## config.mk

```make
export PLATFORM = sky130hd
export DESIGN_NAME = gptb_top
export DESIGN_NICKNAME = d
export VERILOG_FILES = /design/src/hdl/gptb_pkg.sv /design/src/hdl/gptb_top.sv /design/src/hdl/gptb_edge.sv /design/src/hdl/gptb_half.sv
export VERILOG_INCLUDE_DIRS = /design/src /design/src/hdl
export SDC_FILE = /design/constraint.sdc
export NUM_CORES = 2
export LEC_CHECK = 0
export BUFFER_PORTS_ARGS = -buffer_cell sky130_fd_sc_hd__clkbuf_2
export CAP_MARGIN = 20
export CORE_ASPECT_RATIO = 1.2
export CORE_MARGIN = 5
export CORE_UTILIZATION = 45
export DETAILED_ROUTE_END_ITERATION = 12
export GPL_ROUTABILITY_DRIVEN = 0
export MAX_ROUTING_LAYER = met4
export PLACE_DENSITY_LB_ADDON = 0.15
export SLEW_MARGIN = 5
export SYNTH_ARGS = -nofsm -noshare
export SYNTH_HDL_FRONTEND = slang
export SYNTH_SLANG_ARGS = --single-unit
```

## constraint.sdc

```tcl
create_clock -name i_sys_clk -period 4.3 [get_ports i_sys_clk]
set_clock_uncertainty 0.15 [all_clocks]
set_input_delay 0.645 -clock i_sys_clk [delete_from_list [all_inputs] [get_ports i_sys_clk]]
set_output_delay 0.645 -clock i_sys_clk [all_outputs]
set_load 0.01 [all_outputs]
```

## src/hdl/gptb_params.svh

```systemverilog
`ifndef GPTB_PARAMS_SVH
`define GPTB_PARAMS_SVH

// Structure.
`define GPTB_NUM_BLOCKS    4
`define GPTB_HALF_W        16
`define GPTB_PRE_W         8
`define GPTB_ADDR_W        8
`define GPTB_DATA_W        32
`define GPTB_EVT_PER_BLK   4

// Address map: bit 7 selects the global page, bits 6:5 the block, 4:0 the offset.
`define GPTB_ADDR_GLOBAL   7
`define GPTB_ADDR_BLK_HI   6
`define GPTB_ADDR_BLK_LO   5
`define GPTB_ADDR_OFF_HI   4
`define GPTB_OFF_CFG       5'h00
`define GPTB_OFF_CTRL      5'h04
`define GPTB_OFF_LOAD_A    5'h08
`define GPTB_OFF_LOAD_B    5'h0c
`define GPTB_OFF_MATCH     5'h10
`define GPTB_OFF_COUNT     5'h14
`define GPTB_OFF_CAPT      5'h18
`define GPTB_ADDR_STATUS   8'h80
`define GPTB_ADDR_MASK     8'h84

// Configuration word fields.
`define GPTB_CFG_JOIN      0
`define GPTB_CFG_RTC       1
`define GPTB_CFG_MODE_A_LO 2
`define GPTB_CFG_MODE_A_HI 3
`define GPTB_CFG_MODE_B_LO 4
`define GPTB_CFG_MODE_B_HI 5
`define GPTB_CFG_PRE_A     6
`define GPTB_CFG_PRE_B     7
`define GPTB_CFG_EXT_A     8
`define GPTB_CFG_EXT_B     9
`define GPTB_CFG_EDGE_A_LO 10
`define GPTB_CFG_EDGE_A_HI 11
`define GPTB_CFG_EDGE_B_LO 12
`define GPTB_CFG_EDGE_B_HI 13
`define GPTB_CFG_INV_A     14
`define GPTB_CFG_INV_B     15
`define GPTB_CFG_ADC_A     16
`define GPTB_CFG_ADC_B     17
`define GPTB_CFG_W         18

// Control word fields.
`define GPTB_CTRL_EN_A     0
`define GPTB_CTRL_EN_B     1

// Load word fields.
`define GPTB_LOAD_CNT_HI   15
`define GPTB_LOAD_PRE_LO   16
`define GPTB_LOAD_PRE_HI   23

// Event bits inside a block's nibble.
`define GPTB_EVT_TO_A      0
`define GPTB_EVT_TO_B      1
`define GPTB_EVT_CAP_A     2
`define GPTB_EVT_CAP_B     3

// Reset values.
`define GPTB_RST_WORD      32'h0000_0000
`define GPTB_RST_EVT       16'h0000

`endif

```

## src/hdl/gptb_pkg.sv

```systemverilog
package gptb_pkg;

  typedef enum logic [1:0] {
    GPTB_ONESHOT  = 2'b00,
    GPTB_PERIODIC = 2'b01,
    GPTB_CAPTURE  = 2'b10,
    GPTB_PWM      = 2'b11
  } gptb_mode_type;

  typedef enum logic [1:0] {
    GPTB_EDGE_RISE = 2'b00,
    GPTB_EDGE_FALL = 2'b01,
    GPTB_EDGE_BOTH = 2'b10,
    GPTB_EDGE_NONE = 2'b11
  } gptb_edge_type;

endpackage : gptb_pkg

```

## src/hdl/gptb_top.sv

```systemverilog
// Added by the designer: the register offsets and strobed register access.
`timescale 1ns/1ps
`include "gptb_params.svh"

module gptb_top #(
  parameter int NB = `GPTB_NUM_BLOCKS,
  parameter int W  = `GPTB_HALF_W,
  parameter int PW = `GPTB_PRE_W
) (
  input  wire logic                      i_sys_clk,
  input  wire logic                      i_rst,
  input  wire logic [`GPTB_ADDR_W-1:0]   i_addr,
  input  wire logic [`GPTB_DATA_W-1:0]   i_wdata,
  input  wire logic                      i_wr,
  input  wire logic                      i_rd,
  output logic      [`GPTB_DATA_W-1:0]   o_rdata,
  input  wire logic [2*NB-1:0]           i_ccp_in,
  output logic      [2*NB-1:0]           o_ccp_out,
  output logic      [2*NB-1:0]           o_ccp_oe_n,
  output logic      [NB-1:0]             o_adc_trig,
  output logic                           o_irq
);
  import gptb_pkg::*;

  localparam int EW = NB * `GPTB_EVT_PER_BLK;

  ////////////////////////////////////////////////////////////////////////////////
  // Shared signals.

  logic                      glob_sel;
  logic [1:0]                blk_sel;
  logic [4:0]                off_sel;
  logic [`GPTB_DATA_W-1:0]   blk_rdata [NB];
  logic [EW-1:0]             evt_all;
  logic [EW-1:0]             status_reg;
  logic [EW-1:0]             status_next;
  logic [EW-1:0]             mask_reg;
  logic [`GPTB_DATA_W-1:0]   rdata_reg;
  logic [`GPTB_DATA_W-1:0]   rdata_next;
  logic                      irq_reg;
  logic [2*NB-1:0]           pwm_out;

  assign glob_sel = i_addr[`GPTB_ADDR_GLOBAL];
  assign blk_sel  = i_addr[`GPTB_ADDR_BLK_HI:`GPTB_ADDR_BLK_LO];
  assign off_sel  = i_addr[`GPTB_ADDR_OFF_HI:0];

  ////////////////////////////////////////////////////////////////////////////////
  // Timer blocks.

  for (genvar g = 0; g < NB; g++) begin : g_blk
    logic [`GPTB_CFG_W-1:0]  cfg_reg;
    logic [1:0]              en_reg;
    logic [`GPTB_DATA_W-1:0] load_a_reg;
    logic [`GPTB_DATA_W-1:0] load_b_reg;
    logic [`GPTB_DATA_W-1:0] match_reg;
    logic                    hit_reg;
    logic                    adc_reg;
    logic [1:0]              oe_n_reg;
    logic                    wr_blk;
    logic                    join32;
    logic                    rtc;
    gptb_mode_type           mode_a;
    gptb_mode_type           mode_b;
    gptb_mode_type           mode_a_eff;
    gptb_mode_type           mode_b_eff;
    logic                    evt_a;
    logic                    evt_b;
    logic                    tick_a;
    logic                    tick_b;
    logic                    rl_a;
    logic                    rl_b;
    logic                    rl_a_eff;
    logic                    rl_b_eff;
    logic                    wrap_a;
    logic                    wrap_b;
    logic                    to_a;
    logic                    to_b;
    logic                    oneshot_a;
    logic                    hit_now;
    logic [W-1:0]            load_a_eff;
    logic [W-1:0]            cnt_a;
    logic [W-1:0]            cnt_b;
    logic [W-1:0]            cap_a;
    logic [W-1:0]            cap_b;
    logic                    cap_evt_a;
    logic                    cap_evt_b;

    assign wr_blk = i_wr & ~glob_sel & (blk_sel == 2'(g));
    assign join32 = cfg_reg[`GPTB_CFG_JOIN];
    assign rtc    = cfg_reg[`GPTB_CFG_RTC];
    assign mode_a = gptb_mode_type'(cfg_reg[`GPTB_CFG_MODE_A_HI:`GPTB_CFG_MODE_A_LO]);
    assign mode_b = gptb_mode_type'(cfg_reg[`GPTB_CFG_MODE_B_HI:`GPTB_CFG_MODE_B_LO]);

    // Joined halves always cascade freely; one-shot stopping is done here by the enable.
    assign mode_a_eff = join32 ? GPTB_PERIODIC : mode_a;
    assign mode_b_eff = join32 ? GPTB_PERIODIC : mode_b;
    assign oneshot_a  = join32 ? (~rtc & (mode_a == GPTB_ONESHOT)) : (mode_a == GPTB_ONESHOT);

    // A write that turns a half on, or any load write, restarts it from the load register as it stood before that write.
    assign rl_a = (wr_blk & (off_sel == `GPTB_OFF_CTRL) & i_wdata[`GPTB_CTRL_EN_A] & ~en_reg[0])
                | (wr_blk & (off_sel == `GPTB_OFF_LOAD_A));
    assign rl_b = (wr_blk & (off_sel == `GPTB_OFF_CTRL) & i_wdata[`GPTB_CTRL_EN_B] & ~en_reg[1])
                | (wr_blk & (off_sel == `GPTB_OFF_LOAD_B));
    assign rl_a_eff = join32 ? (rl_a | rl_b) : rl_a;
    assign rl_b_eff = join32 ? (rl_a | rl_b) : rl_b;

    // Joined, the low half must pass through all ones while the high half still has
    // counts left, otherwise the pair would act as two chained short periods.
    assign load_a_eff = (join32 & ~rl_a_eff & (cnt_b != '0)) ? '1
                      : load_a_reg[`GPTB_LOAD_CNT_HI:0];

    gptb_edge u_edge_a (
      .i_sys_clk (i_sys_clk),
      .i_rst     (i_rst),
      .i_pin     (i_ccp_in[2*g]),
      .i_sel     (gptb_edge_type'(cfg_reg[`GPTB_CFG_EDGE_A_HI:`GPTB_CFG_EDGE_A_LO])),
      .o_evt     (evt_a)
    );

    gptb_edge u_edge_b (
      .i_sys_clk (i_sys_clk),
      .i_rst     (i_rst),
      .i_pin     (i_ccp_in[2*g+1]),
      .i_sel     (gptb_edge_type'(cfg_reg[`GPTB_CFG_EDGE_B_HI:`GPTB_CFG_EDGE_B_LO])),
      .o_evt     (evt_b)
    );

    assign tick_a = cfg_reg[`GPTB_CFG_EXT_A] ? evt_a : 1'b1;
    assign tick_b = cfg_reg[`GPTB_CFG_EXT_B] ? evt_b : 1'b1;

    gptb_half #(.W(W), .PW(PW)) u_half_a (
      .i_sys_clk  (i_sys_clk),
      .i_rst      (i_rst),
      .i_run      (en_reg[0]),
      .i_mode     (mode_a_eff),
      .i_up       (join32 & rtc),
      .i_use_pre  (~join32 & cfg_reg[`GPTB_CFG_PRE_A]),
      .i_tick     (tick_a),
      .i_reload   (rl_a_eff),
      .i_cap      (evt_a),
      .i_inv      (cfg_reg[`GPTB_CFG_INV_A]),
      .i_pre_load (load_a_reg[`GPTB_LOAD_PRE_HI:`GPTB_LOAD_PRE_LO]),
      .i_load     (load_a_eff),
      .i_match    (match_reg[W-1:0]),
      .o_wrap     (wrap_a),
      .o_count    (cnt_a),
      .o_capture  (cap_a),
      .o_cap_evt  (cap_evt_a),
      .o_pwm      (pwm_out[2*g])
    );

    // In joined mode the upper half steps once per wrap of the lower half.
    gptb_half #(.W(W), .PW(PW)) u_half_b (
      .i_sys_clk  (i_sys_clk),
      .i_rst      (i_rst),
      .i_run      (join32 ? en_reg[0] : en_reg[1]),
      .i_mode     (mode_b_eff),
      .i_up       (join32 & rtc),
      .i_use_pre  (~join32 & cfg_reg[`GPTB_CFG_PRE_B]),
      .i_tick     (join32 ? wrap_a : tick_b),
      .i_reload   (rl_b_eff),
      .i_cap      (~join32 & evt_b),
      .i_inv      (cfg_reg[`GPTB_CFG_INV_B]),
      .i_pre_load (load_b_reg[`GPTB_LOAD_PRE_HI:`GPTB_LOAD_PRE_LO]),
      .i_load     (load_b_reg[`GPTB_LOAD_CNT_HI:0]),
      .i_match    (match_reg[2*W-1:W]),
      .o_wrap     (wrap_b),
      .o_count    (cnt_b),
      .o_capture  (cap_b),
      .o_cap_evt  (cap_evt_b),
      .o_pwm      (pwm_out[2*g+1])
    );

    assign to_a    = join32 ? (wrap_b & ~rtc) : wrap_a;
    assign to_b    = ~join32 & wrap_b;
    assign hit_now = join32 & rtc & en_reg[0] & ({cnt_b, cnt_a} == match_reg);

    always_ff @(posedge i_sys_clk) begin
      if (i_rst) begin
        cfg_reg    <= `GPTB_CFG_W'(`GPTB_RST_WORD);
        load_a_reg <= `GPTB_RST_WORD;
        load_b_reg <= `GPTB_RST_WORD;
        match_reg  <= `GPTB_RST_WORD;
      end else if (wr_blk) begin
        case (off_sel)
          `GPTB_OFF_CFG:    cfg_reg    <= i_wdata[`GPTB_CFG_W-1:0];
          `GPTB_OFF_LOAD_A: load_a_reg <= i_wdata;
          `GPTB_OFF_LOAD_B: load_b_reg <= i_wdata;
          `GPTB_OFF_MATCH:  match_reg  <= i_wdata;
          default:          ;
        endcase
      end
    end

    // A software write to the enables takes precedence over the one-shot stop.
    always_ff @(posedge i_sys_clk) begin
      if (i_rst) begin
        en_reg <= 2'b00;
      end else if (wr_blk && off_sel == `GPTB_OFF_CTRL) begin
        en_reg <= i_wdata[`GPTB_CTRL_EN_B:`GPTB_CTRL_EN_A];
      end else begin
        if (to_a && oneshot_a) begin
          en_reg[0] <= 1'b0;
        end
        if (to_b && mode_b == GPTB_ONESHOT) begin
          en_reg[1] <= 1'b0;
        end
      end
    end

    always_ff @(posedge i_sys_clk) begin
      if (i_rst) begin
        hit_reg  <= 1'b0;
        adc_reg  <= 1'b0;
        oe_n_reg <= 2'b11;
      end else begin
        hit_reg  <= hit_now;
        adc_reg  <= (to_a & cfg_reg[`GPTB_CFG_ADC_A]) | (to_b & cfg_reg[`GPTB_CFG_ADC_B]);
        oe_n_reg <= {~(~join32 & (mode_b == GPTB_PWM)), ~(~join32 & (mode_a == GPTB_PWM))};
      end
    end

    assign o_adc_trig[g]          = adc_reg;
    assign o_ccp_oe_n[2*g+1:2*g]  = oe_n_reg;
    assign evt_all[`GPTB_EVT_PER_BLK*g +: `GPTB_EVT_PER_BLK] =
      {cap_evt_b, cap_evt_a | (hit_now & ~hit_reg), to_b, to_a};

    always_comb begin
      case (off_sel)
        `GPTB_OFF_CFG:    blk_rdata[g] = `GPTB_DATA_W'(cfg_reg);
        `GPTB_OFF_CTRL:   blk_rdata[g] = `GPTB_DATA_W'(en_reg);
        `GPTB_OFF_LOAD_A: blk_rdata[g] = load_a_reg;
        `GPTB_OFF_LOAD_B: blk_rdata[g] = load_b_reg;
        `GPTB_OFF_MATCH:  blk_rdata[g] = match_reg;
        `GPTB_OFF_COUNT:  blk_rdata[g] = {cnt_b, cnt_a};
        `GPTB_OFF_CAPT:   blk_rdata[g] = {cap_b, cap_a};
        default:          blk_rdata[g] = `GPTB_RST_WORD;
      endcase
    end
  end

  assign o_ccp_out = pwm_out;

  ////////////////////////////////////////////////////////////////////////////////
  // Interrupt status and mask.

  // A new event beats a write-one-to-clear in the same cycle.
  always_comb begin
    status_next = status_reg;
    if (i_wr && i_addr == `GPTB_ADDR_STATUS) begin
      status_next = status_next & ~i_wdata[EW-1:0];
    end
    status_next = status_next | evt_all;
  end

  always_ff @(posedge i_sys_clk) begin
    if (i_rst) begin
      status_reg <= `GPTB_RST_EVT;
    end else begin
      status_reg <= status_next;
    end
  end

  always_ff @(posedge i_sys_clk) begin
    if (i_rst) begin
      mask_reg <= `GPTB_RST_EVT;
    end else if (i_wr && i_addr == `GPTB_ADDR_MASK) begin
      mask_reg <= i_wdata[EW-1:0];
    end
  end

  always_ff @(posedge i_sys_clk) begin
    if (i_rst) begin
      irq_reg <= 1'b0;
    end else begin
      irq_reg <= |(status_reg & mask_reg);
    end
  end

  assign o_irq = irq_reg;

  ////////////////////////////////////////////////////////////////////////////////
  // Read port.

  always_comb begin
    if (!glob_sel) begin
      rdata_next = blk_rdata[blk_sel];
    end else if (i_addr == `GPTB_ADDR_STATUS) begin
      rdata_next = `GPTB_DATA_W'(status_reg);
    end else if (i_addr == `GPTB_ADDR_MASK) begin
      rdata_next = `GPTB_DATA_W'(mask_reg);
    end else begin
      rdata_next = `GPTB_RST_WORD;
    end
  end

  // Read data is zero outside the answer cycle, which keeps a stale word off the bus.
  always_ff @(posedge i_sys_clk) begin
    if (i_rst) begin
      rdata_reg <= `GPTB_RST_WORD;
    end else begin
      rdata_reg <= i_rd ? rdata_next : `GPTB_RST_WORD;
    end
  end

  assign o_rdata = rdata_reg;

endmodule : gptb_top

```

## src/hdl/gptb_edge.sv

```systemverilog
`timescale 1ns/1ps
`include "gptb_params.svh"

module gptb_edge (
  input  wire logic                  i_sys_clk,
  input  wire logic                  i_rst,
  input  wire logic                  i_pin,
  input  gptb_pkg::gptb_edge_type    i_sel,
  output logic                       o_evt
);
  import gptb_pkg::*;

  logic prev_reg;

  always_ff @(posedge i_sys_clk) begin
    if (i_rst) begin
      prev_reg <= 1'b0;
    end else begin
      prev_reg <= i_pin;
    end
  end

  always_comb begin
    case (i_sel)
      GPTB_EDGE_RISE: o_evt = i_pin & ~prev_reg;
      GPTB_EDGE_FALL: o_evt = ~i_pin & prev_reg;
      GPTB_EDGE_BOTH: o_evt = i_pin ^ prev_reg;
      default:        o_evt = 1'b0;
    endcase
  end

endmodule : gptb_edge

```

## src/hdl/gptb_half.sv

```systemverilog
`timescale 1ns/1ps
`include "gptb_params.svh"

module gptb_half #(
  parameter int W  = `GPTB_HALF_W,
  parameter int PW = `GPTB_PRE_W
) (
  input  wire logic                  i_sys_clk,
  input  wire logic                  i_rst,
  input  wire logic                  i_run,
  input  gptb_pkg::gptb_mode_type    i_mode,
  input  wire logic                  i_up,
  input  wire logic                  i_use_pre,
  input  wire logic                  i_tick,
  input  wire logic                  i_reload,
  input  wire logic                  i_cap,
  input  wire logic                  i_inv,
  input  wire logic [PW-1:0]         i_pre_load,
  input  wire logic [W-1:0]          i_load,
  input  wire logic [W-1:0]          i_match,
  output logic                       o_wrap,
  output logic [W-1:0]               o_count,
  output logic [W-1:0]               o_capture,
  output logic                       o_cap_evt,
  output logic                       o_pwm
);
  import gptb_pkg::*;

  logic [PW-1:0] pre_reg;
  logic [W-1:0]  count_reg;
  logic [W-1:0]  capture_reg;
  logic          cap_evt_reg;
  logic          pwm_reg;
  logic          step;
  logic          at_end;

  // The prescaler only lets every (pre_load+1)-th tick through to the counter.
  assign step    = i_run & i_tick & (~i_use_pre | (pre_reg == '0));
  assign at_end  = i_up ? (count_reg == '1) : (count_reg == '0);
  assign o_wrap  = step & at_end;
  assign o_count = count_reg;
  assign o_capture = capture_reg;
  assign o_cap_evt = cap_evt_reg;
  assign o_pwm     = pwm_reg;

  always_ff @(posedge i_sys_clk) begin
    if (i_rst) begin
      pre_reg <= '0;
    end else if (i_reload) begin
      pre_reg <= i_pre_load;
    end else if (i_run & i_tick & i_use_pre) begin
      pre_reg <= (pre_reg == '0) ? i_pre_load : pre_reg - 1'b1;
    end
  end

  always_ff @(posedge i_sys_clk) begin
    if (i_rst) begin
      count_reg <= '0;
    end else if (i_reload) begin
      count_reg <= i_load;
    end else if (step) begin
      if (i_up) begin
        count_reg <= count_reg + 1'b1;
      end else if (at_end && i_mode == GPTB_ONESHOT) begin
        count_reg <= count_reg;
      end else if (at_end) begin
        count_reg <= i_load;
      end else begin
        count_reg <= count_reg - 1'b1;
      end
    end
  end

  always_ff @(posedge i_sys_clk) begin
    if (i_rst) begin
      capture_reg <= '0;
      cap_evt_reg <= 1'b0;
    end else begin
      cap_evt_reg <= i_cap & i_run & (i_mode == GPTB_CAPTURE);
      if (i_cap && i_run && i_mode == GPTB_CAPTURE) begin
        capture_reg <= count_reg;
      end
    end
  end

  // Outside PWM the pin is released, so the inversion is not applied there.
  always_ff @(posedge i_sys_clk) begin
    if (i_rst) begin
      pwm_reg <= 1'b0;
    end else begin
      pwm_reg <= (i_mode == GPTB_PWM) & ((count_reg > i_match) ^ i_inv);
    end
  end

endmodule : gptb_half

```

## Word level (Yosys, flattened, before mapping)

Cells that the tools add are included.
Widths: inputs -> output; s select.

| operators by class | value |
|---|---|
| muxes and demuxes | 147 |
| bitwise logic cells | 276 |
| order comparisons | 9 |
| reductions and logical operators | 134 |
| equality and inequality tests | 71 |
| add/sub/neg operators | 24 |

Operator list:

| kind | count |
|---|---|
| $pmux 32 s7 | 4 |
| $mux 16 | 47 |
| $mux 8 | 24 |
| $and 1x1->1 | 169 |
| $add 16x1->16 const B | 8 |
| $eq 16x16->1 const B | 8 |
| $eq 32x32->1 | 4 |
| $gt 16x16->1 | 8 |
| $logic_not 16->1 | 8 |
| $sub 16x1->16 const B | 8 |
| $mux 32 | 3 |
| $eq 2x2->1 const B | 34 |
| $bmux 32 s2 | 1 |
| $logic_not 8->1 | 8 |
| $reduce_bool 16->1 | 4 |
| $sub 8x1->8 const B | 8 |
| $not 1->1 | 58 |
| $logic_not 2->1 | 25 |
| $mux 1 | 48 |
| $reduce_and 2->1 | 24 |
| $reduce_bool 2->1 | 24 |
| $logic_and 1x1->1 | 38 |
| $and 16x16->16 | 2 |
| $or 1x1->1 | 28 |
| other kinds (17) | 68 |

| word-level totals | value |
|---|---|
| output and inout port bits | 53 |
| bits of input ports | 52 |
| logic and storage cells | 749 |
| bits in registers | 889 |

## Longest topological paths before layout

| logic depth | value |
|---|---|
| word-level depth | 18 |
| depth in mapped cells | 12 |
| gate-level depth less buffers | 9 |

## Modules after synthesis

A second synthesis with hierarchy kept.

| unflattened totals | value |
|---|---|
| cell total of the unflattened synthesis | 7066 |
| area, all modules | 52700.5 µm² |

Modules (own cells, without submodules):

| module | cells an instance | area an instance (µm²) | seq. area each (µm²) | times used |
|---|---|---|---|---|
| gptb_top | 3506 | 26842.0 | 10910.5 | 1 |
| gptb_half (g_blk[0].u_half_a ...) | 437 | 3154.3 | 840.8 | 7 |
| gptb_half (g_blk[1].u_half_a) | 429 | 3148.0 | 840.8 | 1 |
| gptb_edge | 9 | 78.8 | 20.0 | 8 |

## Worst setup path after synthesis

OpenSTA, ideal clock, no wires.

| path | value |
|---|---|
| path type | input -> register |
| start point | in i_ccp_in[2] |
| end point | reg g_blk[1].u_half_a.pre_reg[7] |
| setup slack | 1.212 ns |
| stages on the path | 9 |
| arrival time | 2.810 ns |
| library setup time | 0.128 ns |
| path buffers | 0 |
| data required time | 4.022 ns |
| path through | inv_1 ha_1 and2_1 o311ai_0 nand3_1 nor4_1 mux2_2 a22oi_1 nor2_1 |

| between the ends | value |
|---|---|
| word-level cells in the longest chain between the ends | 7 |

RTL lines:

| element | RTL line | source |
|---|---|---|
| start: declaration | gptb_top.sv:17 | `input wire logic [2*NB-1:0] i_ccp_in,` |
| $not 1->1 | gptb_edge.sv:26 | `GPTB_EDGE_FALL: o_evt = ~i_pin & prev_reg;` |
| $and 1x1->1 | gptb_edge.sv:26 |  |
| $pmux 1 s3 (*) | gptb_edge.sv:24 | `case (i_sel)` |
| $mux 1 (*) | gptb_top.sv:128 | `` assign tick_a = cfg_reg[`GPTB_CFG_EXT_A] ? evt_a : 1'b1; `` |
| $and 1x1->1 (*) (2 in series) | gptb_half.sv:51 | `end else if (i_run & i_tick & i_use_pre) begin` |
| $reduce_bool 2->1 (no line) (*) | - |  |
| end signal: assignment | gptb_half.sv:50 | `pre_reg <= i_pre_load;` |
| end signal: assignment | gptb_half.sv:52 | `pre_reg <= (pre_reg == '0) ? i_pre_load : pre_reg - 1'b1;` |
| end: declaration | gptb_half.sv:29 | `logic [PW-1:0] pre_reg;` |

Mark *: on every way between the ends. The rest lies on a longest branch, timed or not.
A chain may end at the register's enable or synchronous reset.

## Final worst setup path

| path | value |
|---|---|
| start point | reg g_blk[3].u_half_a.count_reg[9] |
| end point | reg g_blk[3].u_half_b.count_reg[11] |

| between the ends | value |
|---|---|
| word-level cells in the longest chain between the ends | 8 |

RTL lines:

| element | RTL line | source |
|---|---|---|
| start: declaration | gptb_half.sv:30 | `logic [W-1:0] count_reg;` |
| start signal: assignment | gptb_half.sv:60 | `count_reg <= i_load;` |
| start signal: assignment | gptb_half.sv:63 | `count_reg <= count_reg + 1'b1;` |
| start signal: assignment | gptb_half.sv:65 | `count_reg <= count_reg;` |
| $eq 16x16->1 or $logic_not 16->1 (tied branches) | gptb_half.sv:39 | `assign at_end = i_up ? (count_reg == '1) : (count_reg == '0);` |
| $mux 1 (*) | gptb_half.sv:39 |  |
| $and 1x1->1 (*) | gptb_half.sv:40 | `assign o_wrap = step & at_end;` |
| $mux 1 (*) | gptb_top.sv:160 | `.i_tick (join32 ? wrap_a : tick_b),` |
| $and 1x1->1 (*) (2 in series) | gptb_half.sv:38 | `assign step = i_run & i_tick & (~i_use_pre \| (pre_reg == '0));` |
| $reduce_bool 2->1 (no line) (*) | - |  |
| $reduce_and 2->1 (no line) (*) | - |  |
| end signal: assignment | gptb_half.sv:60 |  |
| end signal: assignment | gptb_half.sv:63 |  |
| end signal: assignment | gptb_half.sv:65 |  |
| end: declaration | gptb_half.sv:30 |  |

Marks and branches as above.

==> impl_metrics.tcl <==
set metrics [dict create \
    drive_gt1_frac 0.0899 \
    area_growth_pct 10.2 \
    grtUsageTotal 0.356 \
    reg2regPathDepth 7 \
    setup_tns_ns 0 \
    yosys_warnings 0 \
    cp-end-kind "flip-flop" \
    p_leak_nw 19.2 \
    synthAdderAreaFrac 0.0464 \
    dp_hpwl_mm 149 \
    routedWlPerCell_um 26.7 \
    ios 105 \
    drtAntennaViolNets 0 \
    io_buffers 104 \
    synth_compound_area_frac 0.264 \
    path_clk_slew_ns 0.07 \
    insertion_delay_ns 0.73 \
    powerDensity_mw_per_mm2 324 \
    crit_slowest_cell "nor4_1" \
    drcViolationCount 0 \
    dr.pass1.iters 10 \
    ctsHoldBuffers 2 \
    h-tree-depth 3 \
    worstPathRequired_ns 4.77 \
    whs_ns 0.0218 \
    crit_fanout 21 \
    synthXorXnorAreaFrac 0.00300 \
    cts_setup_buffers 0 \
    syn_nets 6880 \
    maxSlewViolCount 0 \
    synth-edff-count 0 \
    crit_family "simple AND/OR/NAND/NOR gates" \
    async_flop_share 0 \
    critPathMaxStageDelay_ns 0.80 \
    cts_root_buf "clkbuf_16" \
    place_inst 7788 \
    cts_buffers 95 \
    cp.depth 7 \
    worstSetupPathType "flip-flop to flip-flop" \
    timing.critical_path.to "g_blk[3].u_half_b.o_count[11]" \
    initial_core_util 0.453 \
    synth-simple-area-share 0.235 \
    dieHeight_um 374 \
    fillers 10700 \
    netlist_area_mm2 0.0496 \
    utilization 0.499 \
    rsz0062_at_grt "no" \
    cts_tree "yes" \
    fin_crit_sh 0.858 \
    cap_violations 0 \
    synthMuxAreaShare 0.0265 \
    status "finished, final reports clean" \
    seq_area_frac_synth 0.359 \
    clock-sinks 889 \
    min_period_ns 3.69 \
    reg2reg_from "g_blk[3].u_half_a.o_count[9]" \
    tightest_slew_ns 1.13 \
    peakVddDrop_mv 0.268 \
    setup_viol 0 \
    dieArea_mm2 0.117 \
    fin_ws_ns 0.611 \
    dieWidth_um 313 \
    yosys.cell_types.count 103 \
    fmaxAchievable_mhz 271 \
    num_rows 133 \
    grt_pass1_vias 47800 \
    synthFlopType "dfxtp_1" \
    overflow 0 \
    crit_start "g_blk[3].u_half_a.o_count[9]" \
    cp_cell_sequence "nor4_1 -> and4_1 -> a32oi_1 -> nor2_1 -> a211o_1 -> o221ai_1 -> a21oi_1" \
    drt_wl_total_mm 213 \
    clockBufferDepth 3 \
    place_ws_ns 0.450 \
    ys_seq_elements 889 \
    grt_max_degree 195 \
    first_iter_violations 7986 \
    hold_viol 0 \
    path_buf_inv 0 \
    hold_class "primary input to flip-flop" \
    fin_cells 7973 \
    setup.worst_path.start_class "flip-flop" \
    reg2reg_to "g_blk[3].u_half_b.o_count[11]" \
    max_slew_margin 0.250 \
    core-area_mm2 0.109 \
    finalNetCount 6708 \
    syn_area_per_cell_um2 7.47 \
    avgViaCountPerCell 6.56 \
    cts_resized 0 \
    syn_inst 6644 \
    arrival_ns 4.16 \
    synth_top_family_by_area "compound AO/OA/AOI/OAI gates" \
    via_count 52300 \
    antenna_found_initial 6 \
    rrSetupSlack_ns 0.61 \
    grt_pass1_wl_mm 314 \
]
==> worst min path at each step <==
stage,start,to,slack [ns],depth (start not counted)
floorplan,g_blk[2].hit_reg,status_reg[10],0.24,1
global placement,g_blk[3].hit_reg,status_reg[14],0.24,1
detailed placement,g_blk[3].hit_reg,status_reg[14],0.24,1
CTS,i_ccp_in[2],g_blk[1].u_edge_a.prev_reg,0.001,3
global route,i_ccp_in[2],g_blk[1].u_edge_a.prev_reg,0.05,3
finish,i_ccp_in[2],g_blk[1].u_edge_a.prev_reg,0.02,3
==> power by group <==
part           switching, mW  internal (mW)
clock                   3.74           4.83
sequential            0.0183           8.25
combinational          0.701          0.176
==> layout make-up <==
cell class / instances / area (um2) / area share
antenna: 6 / 15.0 / 0.000275
clock buffer: 131 / 2660 / 0.0487
clock inverter: 44 / 492 / 0.00899
inverter: 230 / 863 / 0.0158
multi-input combinational: 4922 / 28700 / 0.524
sequential: 889 / 17800 / 0.325
tap: 1417 / 1770 / 0.0324
timing repair buffer: 334 / 2420 / 0.0443
==> tightest hold or removal path, stage by stage <==
cell and delay [ns]:
clkbuf_2 0.09, inv_1 0.07, nor2_1 0.04
==> layout by cell type, fill, tap and decap left out, drive strengths merged, types with 201 or more instances in the layout <==
| cell | synthesis | routed |
|---|---|---|
| nand2 | 1260 | 1260 |
| dfxtp | 889 | 889 |
| a21oi | 779 | 779 |
| nor2 | 508 | 508 |
| a22oi | 266 | 266 |
| o21ai | 246 | 246 |
| inv | 230 | 238 |
| clkbuf | 514 | 234 |
| buf | 89 | 229 |
| nand3 | 201 | 201 |
==> synthesized netlist by cell type, types with 39 or more instances <==
| master | instances | area (um2) |
|---|---|---|
| a221oi_1 | 40 | 350 |
| a21oi_1 | 779 | 3900 |
| nand4_1 | 129 | 807 |
| nor3_1 | 109 | 546 |
| inv_1 | 230 | 863 |
| nor2_1 | 507 | 1900 |
| mux2i_1 | 110 | 1100 |
| nand2_1 | 1258 | 4720 |
| o21ai_0 | 238 | 1190 |
| o211ai_1 | 52 | 390 |
| a211oi_1 | 64 | 480 |
| nor4_1 | 75 | 469 |
| buf_2 | 39 | 195 |
| dfxtp_1 | 889 | 17800 |
| nand3_1 | 201 | 1010 |
| clkbuf_1 | 514 | 1930 |
| a311oi_1 | 56 | 490 |
| a31oi_1 | 73 | 457 |
| a222oi_1 | 65 | 651 |
| a22oi_1 | 266 | 2000 |
| ha_1 | 184 | 2300 |
| and3_1 | 49 | 307 |
==> stage by stage <==
stage | power (mW) | instance area (um2)
after floorplan | 8.90 | 49600
after global placement | 9.28 | 51500
after detailed placement | 9.28 | 51500
after CTS | 17.7 | 54600
after global routing | 18.1 | 54700
final | 17.7 | 54700
==> logic make-up after synthesis <==
family	Yosys count
AOI/OAI and AO/OA	2004
muxes	129
and+or+nand+nor	2588
DFF	889
buffers and inverters	833
xor gates and xnor gates	17
adders and majority gates	184
==> routing by layer <==
layer | vias up | track usage | share of wire
li1 | 23600 | - | -
met1 | 24900 | 0.445 | 0.38
met2 | 3088 | 0.547 | 0.45
met3 | 674 | 0.0637 | 0.10
met4 | 0 | 0.196 | 0.068
met5 | - | - | 0
No activity file was read; power rests on OpenSTA's default activity.
